<file path="config.mk">
export PLATFORM = sky130hd
export DESIGN_NAME = eam_top
export DESIGN_NICKNAME = d
export VERILOG_FILES = /design/src/verilog/eam_pkg.sv /design/src/verilog/eam_mem_if.sv /design/src/verilog/eam_mem.sv /design/src/verilog/eam_global.sv /design/src/verilog/eam_top.sv
export SDC_FILE = /design/constraint.sdc
export NUM_CORES = 2
export LEC_CHECK = 0
export ABC_CLOCK_PERIOD_IN_PS = 20900
export BUFFER_PORTS_ARGS = -buffer_cell sky130_fd_sc_hd__buf_2
export CAP_MARGIN = 20
export CORE_MARGIN = 3
export CORE_UTILIZATION = 35
export CTS_BUF_LIST = sky130_fd_sc_hd__clkbuf_2 sky130_fd_sc_hd__clkbuf_4 sky130_fd_sc_hd__clkbuf_8
export CTS_CLUSTER_DIAMETER = 30
export DETAILED_ROUTE_END_ITERATION = 7
export SYNTH_ARGS = -nofsm -noshare
export SYNTH_HDL_FRONTEND = slang
export SYNTH_HIERARCHICAL = 1
export SYNTH_SLANG_ARGS = --single-unit
</file>
<file path="constraint.sdc">
create_clock -name clock_i -period 20.9 [get_ports clock_i]
set_input_delay 0 -clock clock_i [delete_from_list [all_inputs] [get_ports clock_i]]
set_output_delay 0 -clock clock_i [all_outputs]
set_load 0.02 [all_outputs]
</file>
<file path="src/verilog/eam_pkg.sv">
// Package with the shared constants and types of the exclusive access monitor.
package eam_pkg;
  localparam int unsigned EAM_CORES = 2;
  localparam int unsigned EAM_ADDR_W = 32;
  localparam int unsigned EAM_DATA_W = 64;
  localparam int unsigned EAM_MEM_WORDS = 16;
  localparam logic EAM_STATUS_OK = 1'b0;
  localparam logic EAM_STATUS_FAIL = 1'b1;
  localparam int unsigned EAM_RESP_LAT = 2;

  typedef enum logic [2:0] {
    EAM_OP_LOAD,
    EAM_OP_STORE,
    EAM_OP_LOAD_EXCL,
    EAM_OP_STORE_EXCL,
    EAM_OP_CLEAR_EXCL
  } eam_op_t;

  typedef enum logic [1:0] {
    EAM_SZ_BYTE,
    EAM_SZ_HALF,
    EAM_SZ_WORD,
    EAM_SZ_DOUBLE
  } eam_size_t;

  // Byte lanes touched by an access of the given size within a doubleword.
  function automatic logic [7:0] eam_lanes(input eam_size_t sz, input logic [2:0] off);
    logic [7:0] base;
    base = 8'h01;
    case (sz)
      EAM_SZ_BYTE: base = 8'h01;
      EAM_SZ_HALF: base = 8'h03;
      EAM_SZ_WORD: base = 8'h0f;
      default: base = 8'hff;
    endcase
    return 8'(base << off);
  endfunction
endpackage

</file>
<file path="src/verilog/eam_mem_if.sv">
// Interface between the monitor core logic and its memory module.
`timescale 1ns/1ps
`default_nettype none
interface eam_mem_if #(parameter int AW = 4, parameter int DW = 64);
  logic req;
  logic we;
  logic [AW-1:0] addr;
  logic [7:0] lanes;
  logic [DW-1:0] wdata;
  logic [DW-1:0] rdata;
  modport ctrl (output req, output we, output addr, output lanes, output wdata, input rdata);
  modport mem (input req, input we, input addr, input lanes, input wdata, output rdata);
endinterface
`default_nettype wire

</file>
<file path="src/verilog/eam_mem.sv">
// Small memory slave behind the monitor, with registered read data.
`timescale 1ns/1ps
`default_nettype none
module eam_mem #(
  parameter int WORDS = 16
) (
  // Clock
  input wire logic clock_i,
  // Access port
  eam_mem_if.mem bus
);
  logic [63:0] store_r [WORDS];
  logic [63:0] rdata_r;

  always_ff @(posedge clock_i) begin
    if (bus.req && bus.we) begin
      for (int b = 0; b < 8; b++) begin
        if (bus.lanes[b]) begin
          store_r[bus.addr][b*8 +: 8] <= bus.wdata[b*8 +: 8];
        end
      end
    end
    if (bus.req) begin
      rdata_r <= store_r[bus.addr];
    end
  end

  assign bus.rdata = rdata_r;
endmodule // eam_mem
`default_nettype wire

</file>
<file path="src/verilog/eam_global.sv">
// Global reservation table that sits in front of the shared memory.
`timescale 1ns/1ps
`default_nettype none
module eam_global #(
  parameter int CORES = 2,
  parameter int AW = 32
) (
  // Clock and reset
  input wire logic clock_i,
  input wire logic reset_i,
  // Access seen at the memory
  input wire logic acc_i,
  input wire logic [$clog2(CORES)-1:0] acc_core_i,
  input wire eam_pkg::eam_op_t acc_op_i,
  input wire logic [AW-1:0] acc_addr_i,
  // Result for a store_exclusive in the same cycle
  output logic pass_o
);
  import eam_pkg::*;

  logic [CORES-1:0] valid_r, valid_nxt;
  logic [AW-1:0] addr_r [CORES];
  logic [AW-1:0] addr_nxt [CORES];
  logic hit;

  // Reservations here are independent of the per-core state.
  assign hit = valid_r[acc_core_i] && (addr_r[acc_core_i][AW-1:3] == acc_addr_i[AW-1:3]);
  assign pass_o = hit;

  always_comb begin
    valid_nxt = valid_r;
    addr_nxt = addr_r;
    if (acc_i) begin
      case (acc_op_i)
        EAM_OP_LOAD_EXCL: begin
          valid_nxt[acc_core_i] = 1'b1; // see RL11
          addr_nxt[acc_core_i] = acc_addr_i;
        end
        EAM_OP_STORE, EAM_OP_STORE_EXCL: begin
          for (int c = 0; c < CORES; c++) begin
            // An ordinary store, or a store_exclusive that hits here, cancels every reservation on its doubleword.
            if (addr_r[c][AW-1:3] == acc_addr_i[AW-1:3] &&
                (acc_op_i == EAM_OP_STORE || hit)) begin
              valid_nxt[c] = 1'b0; // see RL4
            end
          end
          if (acc_op_i == EAM_OP_STORE_EXCL) begin
            valid_nxt[acc_core_i] = 1'b0;
          end
        end
        EAM_OP_CLEAR_EXCL: valid_nxt[acc_core_i] = 1'b0; // see RL3
        default: ;
      endcase
    end
  end

  always_ff @(posedge clock_i) begin
    if (reset_i) begin
      valid_r <= '0;
      for (int c = 0; c < CORES; c++) addr_r[c] <= '0;
    end else begin
      valid_r <= valid_nxt;
      addr_r <= addr_nxt;
    end
  end
endmodule // eam_global
`default_nettype wire

</file>
<file path="src/verilog/eam_top.sv">
// Exclusive access monitor: per-core local monitors, a global monitor and memory.
// Notes on behaviour
// RL1: A load_exclusive returns the data and reserves the address for the issuing core.
// RL2: A store_exclusive writes only with a valid reservation, status 0 on success, 1 otherwise.
// RL3: A clear_exclusive drops the issuing core's reservation without touching memory.
// RL4: In shareable memory a write by another core to the reserved address cancels it.
// RL5: In non-shareable memory an ordinary write by the owner to its address cancels it.
// RL6: Each core holds one reservation; a new load_exclusive replaces the old one.
// RL7: Every store_exclusive leaves its core with no reservation.
// RL8: The local monitor fails a store_exclusive that no load_exclusive preceded.
// RL9: The local monitor may optionally ignore the address of a store_exclusive.
// RL10: Exclusive accesses work for byte, halfword, word and doubleword sizes.
// RL11: A global monitor before the memory tracks reservations independently of cores.
// RL12: An exclusive sequence to memory that no monitor covers always fails with status 1.
// RL13: Software clears the reservation on every context switch.
// RL14: Exclusive accesses go only to Normal memory, never to device regions.
// RL15: The status returns with the completion and the update is seen by the next access.
`timescale 1ns/1ps
`default_nettype none
module eam_top #(
  parameter int CORES = eam_pkg::EAM_CORES,
  parameter int AW = eam_pkg::EAM_ADDR_W,
  parameter int WORDS = eam_pkg::EAM_MEM_WORDS,
  parameter bit LOCAL_CHECKS_ADDR = 1'b1
) (
  // Clock and reset
  input wire logic clock_i,
  input wire logic reset_i,
  // Request from the arbitrated core load/store path
  input wire logic req_valid_i,
  input wire logic [$clog2(CORES)-1:0] req_core_i,
  input wire eam_pkg::eam_op_t req_op_i,
  input wire eam_pkg::eam_size_t req_size_i,
  input wire logic [AW-1:0] req_addr_i,
  input wire logic [63:0] req_wdata_i,
  input wire logic req_shareable_i,
  input wire logic req_covered_i,
  // Completion
  output logic rsp_valid_o,
  output logic [$clog2(CORES)-1:0] rsp_core_o,
  output logic [63:0] rsp_rdata_o,
  output logic rsp_status_o,
  output logic [CORES-1:0] resv_valid_o
);
  import eam_pkg::*;

  localparam int MAW = $clog2(WORDS);
  localparam int CW = $clog2(CORES);

  eam_mem_if #(.AW(MAW), .DW(64)) mbus ();

  logic [CORES-1:0] lv_r, lv_nxt;
  logic [AW-1:0] la_r [CORES];
  logic [AW-1:0] la_nxt [CORES];
  logic p_valid_r, p_valid_nxt;
  logic [CW-1:0] p_core_r, p_core_nxt;
  logic p_status_r, p_status_nxt;
  logic p_read_r, p_read_nxt;
  logic [2:0] p_off_r, p_off_nxt;
  eam_size_t p_size_r, p_size_nxt;
  logic rsp_valid_r, rsp_valid_nxt;
  logic [CW-1:0] rsp_core_r, rsp_core_nxt;
  logic [63:0] rsp_rdata_r, rsp_rdata_nxt;
  logic rsp_status_r, rsp_status_nxt;
  logic gpass, lpass, sx_ok, is_sx, is_st, wr_en;

  assign is_sx = req_valid_i && req_op_i == EAM_OP_STORE_EXCL;
  assign is_st = req_valid_i && req_op_i == EAM_OP_STORE;

  // Address match can be dropped to save comparators in the local monitor.
  assign lpass = lv_r[req_core_i] &&
    (!LOCAL_CHECKS_ADDR || la_r[req_core_i][AW-1:3] == req_addr_i[AW-1:3]); // see RL9 // see RL8
  // Shareable targets also need the global monitor; uncovered targets always fail.
  assign sx_ok = req_covered_i && lpass && (!req_shareable_i || gpass); // see RL12 // see RL2
  assign wr_en = is_st || (is_sx && sx_ok);

  eam_global #(.CORES(CORES), .AW(AW)) u_global (
    .clock_i(clock_i),
    .reset_i(reset_i),
    // A shareable, covered clear_exclusive goes to the global table too, or a stale entry would outlive it.
    .acc_i(req_valid_i && req_shareable_i && req_covered_i), // see RL3
    .acc_core_i(req_core_i),
    .acc_op_i(req_op_i),
    .acc_addr_i(req_addr_i),
    .pass_o(gpass)
  );

  assign mbus.req = req_valid_i && req_op_i != EAM_OP_CLEAR_EXCL; // see RL3
  assign mbus.we = wr_en;
  assign mbus.addr = req_addr_i[MAW+2:3];
  assign mbus.lanes = eam_lanes(req_size_i, req_addr_i[2:0]); // see RL10
  assign mbus.wdata = req_wdata_i << {req_addr_i[2:0], 3'h0};

  eam_mem #(.WORDS(WORDS)) u_mem (
    .clock_i(clock_i),
    .bus(mbus)
  );

  // Local monitor state.
  always_comb begin
    lv_nxt = lv_r;
    la_nxt = la_r;
    if (req_valid_i) begin
      case (req_op_i)
        EAM_OP_LOAD_EXCL: begin
          lv_nxt[req_core_i] = 1'b1; // see RL1 // see RL6
          la_nxt[req_core_i] = req_addr_i;
        end
        EAM_OP_STORE_EXCL: lv_nxt[req_core_i] = 1'b0; // see RL7
        EAM_OP_CLEAR_EXCL: lv_nxt[req_core_i] = 1'b0; // see RL3 // see RL13
        EAM_OP_STORE: begin
          if (!req_shareable_i && la_r[req_core_i][AW-1:3] == req_addr_i[AW-1:3]) begin
            lv_nxt[req_core_i] = 1'b0; // see RL5
          end
        end
        default: ;
      endcase
      // A shareable write that really lands cancels other cores' reservations on its doubleword.
      if (wr_en && req_shareable_i) begin
        for (int c = 0; c < CORES; c++) begin
          if (c != int'(req_core_i) && la_r[c][AW-1:3] == req_addr_i[AW-1:3]) begin
            lv_nxt[c] = 1'b0; // see RL4
          end
        end
      end
    end
  end

  // Keeps only the bytes that an access of the given size returns, right-aligned.
  function automatic logic [63:0] data_mask(input eam_size_t sz);
    logic [63:0] m;
    m = 64'hffffffffffffffff;
    case (sz)
      EAM_SZ_BYTE: m = 64'h00000000000000ff;
      EAM_SZ_HALF: m = 64'h000000000000ffff;
      EAM_SZ_WORD: m = 64'h00000000ffffffff;
      default: m = 64'hffffffffffffffff;
    endcase
    return m;
  endfunction

  // Two-stage response: memory read data arrive one cycle after the request.
  always_comb begin
    p_valid_nxt = req_valid_i;
    p_core_nxt = req_core_i;
    p_status_nxt = is_sx ? (sx_ok ? EAM_STATUS_OK : EAM_STATUS_FAIL) : EAM_STATUS_OK; // see RL2
    p_read_nxt = req_op_i == EAM_OP_LOAD || req_op_i == EAM_OP_LOAD_EXCL;
    p_off_nxt = req_addr_i[2:0];
    p_size_nxt = req_size_i;
    rsp_valid_nxt = p_valid_r;
    rsp_core_nxt = p_core_r;
    rsp_status_nxt = p_status_r; // see RL15
    rsp_rdata_nxt = 64'h0; // see RL1
    if (p_read_r) begin
      rsp_rdata_nxt = (mbus.rdata >> {p_off_r, 3'h0}) & data_mask(p_size_r); // see RL10
    end
  end

  always_ff @(posedge clock_i) begin
    if (reset_i) begin
      lv_r <= '0;
      for (int c = 0; c < CORES; c++) la_r[c] <= '0;
      p_valid_r <= 1'b0;
      p_core_r <= '0;
      p_status_r <= 1'b0;
      p_read_r <= 1'b0;
      p_off_r <= 3'h0;
      p_size_r <= EAM_SZ_BYTE;
      rsp_valid_r <= 1'b0;
      rsp_core_r <= '0;
      rsp_rdata_r <= 64'h0;
      rsp_status_r <= 1'b0;
    end else begin
      lv_r <= lv_nxt;
      la_r <= la_nxt;
      p_valid_r <= p_valid_nxt;
      p_core_r <= p_core_nxt;
      p_status_r <= p_status_nxt;
      p_read_r <= p_read_nxt;
      p_off_r <= p_off_nxt;
      p_size_r <= p_size_nxt;
      rsp_valid_r <= rsp_valid_nxt;
      rsp_core_r <= rsp_core_nxt;
      rsp_rdata_r <= rsp_rdata_nxt;
      rsp_status_r <= rsp_status_nxt;
    end
  end

  assign rsp_valid_o = rsp_valid_r;
  assign rsp_core_o = rsp_core_r;
  assign rsp_rdata_o = rsp_rdata_r;
  assign rsp_status_o = rsp_status_r;
  assign resv_valid_o = lv_r;

  // Other cores whose reservation lies in the requested doubleword.
  logic [CORES-1:0] oth_match;
  always_comb begin
    oth_match = '0;
    for (int c = 0; c < CORES; c++) begin
      oth_match[c] = c != int'(req_core_i) && la_r[c][AW-1:3] == req_addr_i[AW-1:3];
    end
  end
endmodule // eam_top
`default_nettype wire

</file>
After elaboration in Yosys (flattened, before gate mapping):

Memory sizes are Yosys's and may differ from the RTL's. A register that Yosys moved wholly into a read port is not among the register bits.
Index checks and enable logic that the tools add are counted.

* register bits after elaboration: 208
* RAM bits: 1024
* output and inout port bits: 69
* word-level logic and storage cells: 142
* memories kept: 1

Memory list
* u_mem.store_r: depth 16, bits a word 64, rd ports 1, clocked after Yosys merged registers in 1, write ports 1, line eam_mem.sv:12 `logic [63:0] store_r [WORDS];`

* magnitude comparators: 4
* equal/unequal tests: 15
* shift operators: 3
* muxes and demuxes: 57
* bitwise logic cells: 11
* reduce and logical (&&, ||, !) cells: 35

Operator list (number)
* 2-to-1 mux 32 bit: 7
* one-hot mux 64 bit (3 select lines): 1
* equality test 29 bit: 6
* bitwise mux 64 bit: 2
* AND 64 bit: 1
* 2-to-1 mux 64 bit: 1
* left shift 64 x 6 -> 64 bit: 1
* right shift 64 x 6 -> 64 bit: 1
* 2-to-1 mux 1 bit: 38
* demux 32 bit (select 1 bit): 1
* one-hot mux 8 bit (3 select lines): 1
* logical AND 1 bit: 19
* one-hot mux 2 bit (3 select lines): 2
* OR reduction 2 bit: 4
* left shift 8 x 3 -> 8 bit: 1
* AND 2 bit: 3
* equality test 3 x 2 -> 1 bit (second input constant): 2
* 2-to-1 mux 2 bit: 3
* AND reduction 2 bit: 3
* equality test 2 x 1 -> 1 bit (second input constant): 2
* equality test 2 bit (second input constant): 2
* zero test 2 bit: 2
* logical OR 1 bit: 4
* OR 2 bit: 2
* other kinds (14): 16

Longest topological paths before layout:

* depth in word-level cells: 14
* mapped depth: 15

Hierarchy:

The synthesis kept the hierarchy.

By module, submodules not included
* eam_mem: instances 1, cells an instance 1794, area an instance 40691.5 um^2, seq. area each 32671.3 um^2
* eam_top: instances 1, cells an instance 1027, area an instance 8418.1 um^2, seq. area each 2722.6 um^2
* eam_global: instances 1, cells an instance 475, area an instance 3639.7 um^2, seq. area each 1201.2 um^2

Worst setup path after synthesis:

Ideal clock, no wire load.

* path kind: input to register
* start point: in req_op_i[1]
* end point: mem u_mem.store_r[15][0], enable pin
* arrival time: 6.382 ns
* data required time: 20.530 ns
* slack: 14.148 ns
* stages: 8
* cells stage by stage: buf_4 -> nor2_1 -> a21boi_0 -> and2_1 -> clkbuf_1 -> nand2_1 -> clkbuf_1 -> nor2_1

RTL lines
* start, declared: line eam_top.sv:32 `input wire eam_pkg::eam_op_t req_op_i,`
* != test 3 bit: line eam_top.sv:88 `assign mbus.req = req_valid_i && req_op_i != EAM_OP_CLEAR_EXCL;`
* logical AND 1 bit: line eam_top.sv:88
* via mbus.req: line eam_mem_if.sv:5 `logic req;`
* logical AND 1 bit: line eam_mem.sv:16 `if (bus.req && bus.we) begin`
* 2-to-1 mux 1 bit: line eam_mem.sv:16
* 2-to-1 mux 1 bit (implied by the code): line eam_mem.sv:19 `store_r[bus.addr][b*8 +: 8] <= bus.wdata[b*8 +: 8];`
* end, declared: line eam_mem.sv:12

The timed path passes the listed nets, and every way through them passes these cells.

Final worst setup path:

* start point: in req_core_i
* end point: mem u_mem.store_r[12][48], enable pin

* longest elaborated chain between the ends: 13

RTL lines
* start, declared: line eam_top.sv:31 `input wire logic [$clog2(CORES)-1:0] req_core_i,`
* NOT 1 -> 2 bit (implied by the code): line eam_global.sv:27 `assign hit = valid_r[acc_core_i] && (addr_r[acc_core_i][AW-1:3] == acc_addr_i[AW-1:3]);`
* 2-to-1 mux 32 bit (implied by the code) (3 in a row): line eam_global.sv:27
* equality test 29 bit: line eam_global.sv:27
* logical AND 1 bit *: line eam_global.sv:27
* via gpass: line eam_top.sv:65 `logic gpass, lpass, sx_ok, is_sx, is_st, wr_en;`
* logical OR 1 bit *: line eam_top.sv:74 `assign sx_ok = req_covered_i && lpass && (!req_shareable_i || gpass);`
* logical AND 1 bit *: line eam_top.sv:74
* logical AND 1 bit *: line eam_top.sv:75 `assign wr_en = is_st || (is_sx && sx_ok);`
* logical OR 1 bit *: line eam_top.sv:75
* via mbus.we: line eam_mem_if.sv:6 `logic we;`
* logical AND 1 bit *: line eam_mem.sv:16
* 2-to-1 mux 1 bit *: line eam_mem.sv:16
* 2-to-1 mux 1 bit (implied by the code) *: line eam_mem.sv:19

The timed path passes the listed nets; every way through them passes the cells marked *. The select of a mux whose other input is x is not followed.

==> flow_summary.json <==
{
  "grt_pass1_vias": 31600,
  "syn-num-nets": 3403,
  "cts_root_buf": "clkbuf_8",
  "holdPathStages": 6,
  "post-place-ws_ns": 15.86,
  "synth_compound_area_share_pct": 4.86,
  "fp-row-count": 141,
  "die_w_um": 394,
  "dp_hpwl_mm": 105,
  "worstMarginPinSlew_ns": 1.15,
  "endpoint_kind": "register",
  "placedCellCount": 5314,
  "async_flop_share_pct": 0,
  "netlist_top_cells_count": "edfxtp_1 (1,088), nand2_1 (365), mux4_2 (288)",
  "synth-main-ff-cell": "edfxtp_1",
  "fmax_mhz": 209,
  "seq_area_um2": 36600,
  "avgSynthCellArea_um2": 16.0,
  "clock_sinks": 1284,
  "ys_seq_area_share_pct": 69.4,
  "synth-edff-count": 1088,
  "synth_top_family_by_area": "multiplexers",
  "hold_class": "in2reg",
  "ir_worst_vdd_mv": 0.0630,
  "required_ns": 21.44,
  "hold_viol_final": 0,
  "max_stage_delay_ns": 0.76,
  "whs_ns": 0.0842,
  "grt_overflow_total": 0,
  "critical_path.startpoint_type": "input port",
  "power_density_nw_per_um2": 93.3,
  "critPathArrivalTime_ns": 5.32,
  "layout-drive-gt1-share_pct": 26.5,
  "port_buffers": 175,
  "rsz0062_at_grt": "no",
  "yosysMostFrequentCell": "edfxtp_1",
  "period_needed_ns": 4.78,
  "place_congestion": 0.908,
  "reg2reg_depth": 9,
  "cts.htree.levels": 4,
  "r2r_end": "u_mem/store_r[12][48]$_DFFE_PP_",
  "final_antenna_net_count": 0,
  "cp_cell_sequence": "dlygate4sd3_1 > buf_2 > buf_4 > mux2i_1 > xnor2_1 > nor4_1 > nand4_1 > nor2_1 > o21ai_0 > nor3_1 > o2bb2ai_1 > and2_1 > nand2_1 > nor2_1",
  "vias": 32400,
  "ys_types": 61,
  "finalPower_mw": 5.85,
  "critical_path_peak_fanout": 61,
  "drtIter0Drc": 3999,
  "synth_top_area_share_pct": 61.9,
  "core_area_um2": 149000,
  "drt_wl_total_mm": 161,
  "worstSetupStartpoint": "req_core_i",
  "design.die.area_um2": 155000,
  "rrSetupSlack_ns": 16.25,
  "yosys_warnings": 6,
  "synth-simple-area-share_pct": 6.30,
  "instances_no_fill": 5914,
  "grt_use_total_pct": 20.4,
  "grt_first_pass_wirelength_mm": 230,
  "start_util_pct": 35.5,
  "yosys-mux-area-fraction_pct": 14.9,
  "timing.final.ws_setup_ns": 16.12,
  "synth-xor-area-share_pct": 2.46,
  "routedWlPerCell_um": 27.3,
  "die_height_um": 394,
  "dr.pass1.iters": 5,
  "nNetsFinal": 3811,
  "synth_area_leaders": "edfxtp_1 (62%), mux4_2 (12%), dfxtp_1 (7.4%)",
  "fin_crit_sh_pct": 22.9,
  "postCtsResizedCells": 0,
  "criticalPathCategory": "in2reg",
  "drv_cap": 0,
  "synthCells": 3296,
  "clock_path_buffers": 3,
  "synthAdderAreaFrac_pct": 0,
  "via_per_inst": 5.48,
  "insertion_delay_ns": 0.94,
  "tns_ns": 0,
  "multiInputGateArea_um2": 15200,
  "skew_ns": 0.0784,
  "path_common_cell": "nor2_1",
  "crit_slowest_cell": "and2_1",
  "clk_pin_slew_worst_paths_ns": 0.07,
  "status": "completed",
  "crit_end": "u_mem/store_r[12][48]$_DFFE_PP_",
  "mappedNetlistArea_um2": 52700,
  "drc": 0,
  "drv_slew": 0,
  "grt_antenna_before_repair": 15,
  "cts_buffers": 228,
  "grt_max_degree": 90,
  "fill_cells": 13200,
  "ys_seq_elements": 1284,
  "power.leakage_nw": 19.3,
  "relSlewSlack_pct": 20.9,
  "synth_top_cell_by_area": "edfxtp_1",
  "setup_viol": 0,
  "area_growth_syn_to_layout_pct": 19.0,
  "ios": 176,
  "cts_tree": "built",
  "reg2reg_from": "la_r[55]$_SDFFE_PP0P_"
}
repair_timing:
| item | 4_1_cts | 5_1_grt |
|---|---|---|
| hold buffers | 160 | 0 |
| endpoints found under the hold margin | 784 | 0 |
| setup endpoints to repair | 0 | 0 |
| buffers inserted | 0 | 0 |
logic make-up after synthesis:
group / after synthesis
DFF: 1284
AOI/OAI and AO/OA: 412
xor gates and xnor gates: 148
and+or+nand+nor: 784
buffers and inverters: 245
muxes: 423
flip-flops by register name, summed over array words and instances, names as in the netlist:
name,cells
u_mem/store_r,1024
rsp_rdata_o,64
u_mem/bus.rdata,64
la_r,58
u_global/addr_r,58
p_off_r,3
p_size_r,2
resv_valid_o,2
u_global/valid_r,2
p_core_r,1
p_read_r,1
p_status_r,1
p_valid_r,1
rsp_core_o,1
rsp_status_o,1
rsp_valid_o,1
worst min path at each step:
stage / endpoint / slack, ns / start
after floorplan: p_read_r$_SDFF_PP0_ / 0.08 / req_op_i[0]
after global placement: p_size_r[1]$_SDFF_PP0_ / 0.36 / req_size_i[1]
after detailed placement: u_global/addr_r[11]$_SDFFE_PP0P_ / 0.37 / req_addr_i[11]
after CTS: p_read_r$_SDFF_PP0_ / 0.0008 / req_op_i[0]
after global routing: u_mem/store_r[13][15]$_DFFE_PP_ / 0.07 / req_wdata_i[15]
final: u_mem/store_r[11][63]$_DFFE_PP_ / 0.08 / req_wdata_i[15]
cell usage in the layout (no fill, tap or decap), drive strengths merged, types with 3 or more instances in the layout:
master       count
a2111oi          3
a211oi           4
a21oi          187
a22oi          145
and2            19
and3             3
buf            250
bufinv          24
clkbuf         282
clkinv          83
clkinvlp        21
dfxtp          196
diode            9
dlygate4sd3    160
edfxtp        1088
inv             32
mux2            32
mux2i          103
mux4           288
nand2          365
nand2b           4
nand3           18
nand4           29
nor2           261
nor2b           36
nor3             9
nor4            21
o21ai           38
o221ai           4
o22ai            8
o31ai            3
or2             11
xnor2          109
xor2            39
cell type report:
type	count	area share [%]
inverters	13	0.0778
clock buffers	282	5.78
flip-flops and latches	1284	58.3
repair buffers	410	4.95
clock inverters	147	2.57
multi-input cells	1767	24.3
well taps	2002	3.99
diodes	9	0.0359
report_power, final:
part / internal, mW / total [mW] / switching (mW) / leakage, nW
sequential: 2.81 / 2.84 / 0.0245 / 10.3
combinational: 0.146 / 0.407 / 0.261 / 6.34
clock: 1.48 / 2.61 / 1.13 / 2.67
critical path, delay by kind of cell:
kind / cells / cell delay (ns)
compound gates: 2 / 0.49
buf+inv: 3 / 1.25
simple gates: 7 / 3.05
xor+xnor: 1 / 0.13
mux: 1 / 0.29
stage by stage:
stage          area [µm²]  utilization [%]
5_1_grt             62700             42.2
3_5_place_dp        55900             37.6
4_1_cts             62700             42.2
3_3_place_gp        55800             37.5
2_1_floorplan       52700                -
6_report            62800             42.2
per-layer routing:
| metal | track usage (%) | share of wire [%] |
|---|---|---|
| met1 | 28.1 | 40 |
| met2 | 30.3 | 45 |
| met3 | 6.09 | 11 |
| met4 | 8.04 | 3.7 |
| met5 | 0 | 0.014 |
No activity file was read; power rests on OpenSTA's default activity.
